--- config.mk ---
export PLATFORM = sky130hd
export DESIGN_NAME = tc_map_check
export DESIGN_NICKNAME = d
export VERILOG_FILES = /design/src/hdl/tc_map_check.v
export SDC_FILE = /design/constraint.sdc
export NUM_CORES = 1
export LEC_CHECK = 0
export ABC_CLOCK_PERIOD_IN_PS = 3800
export BUFFER_PORTS_ARGS = -buffer_cell sky130_fd_sc_hd__buf_2
export CAP_MARGIN = 5
export CORE_AREA = 2 2 39 41
export DETAILED_ROUTE_END_ITERATION = 16
export DIE_AREA = 0 0 41 43
export RECOVER_POWER = 25
export SYNTH_ARGS = -nofsm -noshare
export SYNTH_HDL_FRONTEND = slang
export SYNTH_SLANG_ARGS = --single-unit
--- constraint.sdc ---
create_clock -name vclk -period 3.8
set_input_delay 0.95 -clock vclk [all_inputs]
set_output_delay 0.95 -clock vclk [all_outputs]
set_load 0.1 [all_outputs]
--- src/hdl/tc_map_check.v ---
// Traffic class to virtual channel map lookup.
// Assumes map vectors are stable registers on the same clock.
`timescale 1ns/1ps
module tc_map_check (
  // Class under test
  input  wire [2:0] tc,
  // Maps: bit n set means class n maps to that channel
  input  wire [7:0] vc0_map,
  input  wire [7:0] vc1_map,
  input  wire       vc1_en,
  // Result
  output wire       mapped
);

  // Class legal if it lands on channel 0 or an enabled channel 1
  assign mapped = vc0_map[tc] | (vc1_en & vc1_map[tc]);

endmodule

; ---- After elaboration in Yosys (flattened, before gate mapping)
; Cells that the tools add are included.
[totals]
mem_bits_ro = 0
latchBits = 0
mem_count = 0
output_inout_bits = 1
reg_bits = 0
in_bits = 20
mem_bits_rw = 0
wordCells = 7
[classes]
mul = 0
magnitude_cmp = 1
shifts = 0
n_bitwise = 2
n_eq_ne = 0
add_sub_neg = 0
div_mod_pow = 0
mux = 4
n_reduce_logical = 0
[ops]
columns = op, n
row1 = binary-select mux 1 bit (select 3 bit), 2
row2 = "< comparator 3 x 4 -> 1 bit, second input constant", 1
row3 = 2-to-1 mux 1 bit, 2
row4 = bitwise AND 1 bit, 1
row5 = OR 1 bit, 1

; ---- Longest topological paths before layout
[depth]
ltp_word = 4
depth_mapped = 5
ltp_nobuf = 4

; ---- Least setup slack after synthesis
; OpenSTA, ideal clock, no wires.
[synth_timing]
kind = in2out
startpoint = input port tc[0]
endpoint = output port mapped
path_slack_ps = 569
n_path_buf = 1
arrival_ps = 2281
stages = 5
required_ps = 2850
path_cell_list = buf_6 mux4_2 nor2_1 a21oi_1 a22o_1
[synth_via]
elab_chain_len = 4
word_cells_on_any_way = 6
cone_classes = 4 x mux / 2 x bitwise
[synth_rtl]
columns = element, line
row1 = start: declaration, 6  ; input wire [2:0] tc,
row2 = binary-select mux 1 bit (select 3 bit), 16  ; assign mapped = vc0_map[tc] | (vc1_en & vc1_map[tc]);
row3 = 2-to-1 mux 1 bit (not written as such), 16
row4 = bitwise AND 1 bit, 16
row5 = OR 1 bit *, 16
row6 = end: declaration, 12  ; output wire mapped
; Mark *: on every way between the ends. The rest lies on a longest branch, timed or not. The select of a mux whose other input is x is not followed.

; ---- Worst setup path in the final report
; Ends and elaborated chain as after synthesis.

==> flow_summary.toml <==
[status]
status = "completed"

[logic_synthesis]
synth_top_family_by_area = "multiplexers"
synth-compound-area-share_pct = 24.0
yosysTopAreaCell = "mux4_2"
yosysWarnings = 0
postSynthAreaPerCell_um2 = 8.91
synth_top_area_share_pct = 14.9
muxShareOfSynthArea_pct = 46.3
synthXorXnorAreaFrac_pct = 0
synthesis.nets = 37
syn_inst = 17
synth.area.top_cells = "mux4_2 15%, mux2_4 9.9%, buf_6 7.4%, mux2_1 7.4%, mux2_2 7.4%"
synth-simple-area-share_pct = 22.3
syn_area_um2 = 151
ys_seq_area_share_pct = 0
synth-adder-area-share_pct = 0
synth_cell_types = 17

[grt]
grt_pass1_wl_um = 724
antenna_found_initial = 0
grt_remaining_overflow = 0
met1_usage_pct = 5.38
grt_use_met2_pct = 11.6
grt-busiest-layer = "met2"
track_usage_pct = 5.39
grt_max_degree = 9
use_met3_pct = 0
grt_pass1_vias = 208

[worst_setup_path]
path_cells = "buf_2 > mux4_2 > nor2_1 > a21oi_1 > a22o_1 > clkbuf_2"
worst-setup-path-type = "primary input to primary output"
crit_required_ns = 2.85
critPathSlowestCell = "mux4_2"
slowest_delay_ns = 0.52
critPathArrivalTime_ns = 2.38
crit_path_end_kind = "primary output"
crit_fanout = 8
crit_path_start_kind = "primary input"

[final_layout]
seq_cells = 0
clockBufferCount = 0
final_common_cell = "buf_2"
seq_area_um2 = 0
num-fill-cells = 166
drive_above_1_share_pct = 64.9
n_antenna_cell = 0
area_growth_pct = 75.2
multiInputGateArea_um2 = 140
final_cells = 53
final_nets = 59

[timing]
setup_ws_ns = 0.472
final.setup.tns_ns = 0
setup_violations = 0
finalCritPeriodShare_pct = 87.6
fmax_ghz = 0.300
hold_violations = 0
rsz0062_at_grt = "false"
slew_violations = 0
relSlewSlack_pct = 64.2
worst_pin_slew_ns = 0.539
finalCriticalPeriod_ns = 3.33

[worst_hold_path]
min_path_cells = 3
hold_class = "primary input to primary output"
whs_endpoint = "mapped"
hp-start = "tc[2]"

[placed_design]
gp_congestion = 0.607
place_ws_ns = 0.544
place_inst = 53
io_buffer_count = 21

[route]
wirelength_um = 478
drt_iter0_markers = 0
viasPerCell = 4.08
vias = 216
antenna_left = 0
drc = 0
routedWlPerCell_um = 9.02
dr.pass1.iters = 1

[floorplanning]
fp.dieH_um = 43
rows = 14
core-area_um2 = 1380
die_area_um2 = 1760
die_x_um = 41
start_util_pct = 10.9
ios = 21

[power_and_ir_drop]
powerDensity_nw_per_um2 = 134
power.total_mw = 0.0356
irDropWorstVdd_uv = 37.8
leakagePower_nw = 0.129

[run]
max-cap-violations = 0

[clock_tree]
postCtsHoldBufs = 0
cts_setup_buffers = 0
cts-resized-gates = 0
cells by family after synthesis:
family,Yosys count
multiplexers,5
buffers and inverters,1
AO/OA/AOI/OAI,5
AND/OR/NAND/NOR,6
worst max-delay path by stage:
stage	startpoint	end	slack, ns
after floorplan	tc[0]	mapped	0.57
after global placement	tc[0]	mapped	0.55
after detailed placement	tc[0]	mapped	0.54
after CTS	tc[0]	mapped	0.54
after global routing	tc[0]	mapped	0.37
final	tc[0]	mapped	0.47
metal layers:
metal | part of all wire (%) | routed length [um]
met1 | 34 | 164
met2 | 54 | 260
met3 | 11 | 53
met4 | 0 | 0
met5 | 0 | 0
critical path: cells and delay by family:
| kind | cells | cell delay [ns] |
|---|---|---|
| buffers and inverters | 2 | 0.55 |
| muxes | 1 | 0.52 |
| and+or+nand+nor | 1 | 0.10 |
| AOI/OAI and AO/OA | 2 | 0.25 |
through the flow:
stage          cell area, um2  hold WS, ns  utilization, %
2_1_floorplan             151         2.44               -
3_3_place_gp              265         2.49            19.2
3_5_place_dp              265         2.48            19.2
4_1_cts                   265         2.49            19.2
5_1_grt                   265         2.58            19.2
6_report                  265         2.56            19.2
power breakdown:
part	switching, mW	internal (mW)	leakage [nW]	total [mW]
clock network	0	0	0	0
registers	0	0	0	0
logic	0.0194	0.0161	0.129	0.0356
layout make-up:
| cell class | count | area share, % |
|---|---|---|
| Tap cell | 16 | 7.55 |
| Multi-Input combinational cell | 16 | 52.8 |
| Timing Repair Buffer | 21 | 39.6 |
synthesized netlist by cell type:
cell type	n
mux2_2	1
a31oi_1	1
mux2_4	1
buf_6	1
nor2_1	1
nor4b_1	1
a211oi_1	1
mux4_2	1
nor4_1	1
mux2i_1	1
o32ai_1	1
nor3_1	1
nand2b_1	1
a21oi_1	1
mux2_1	1
a22o_1	1
nand2_1	1
Note: power is estimated with default switching activity, not from simulation.
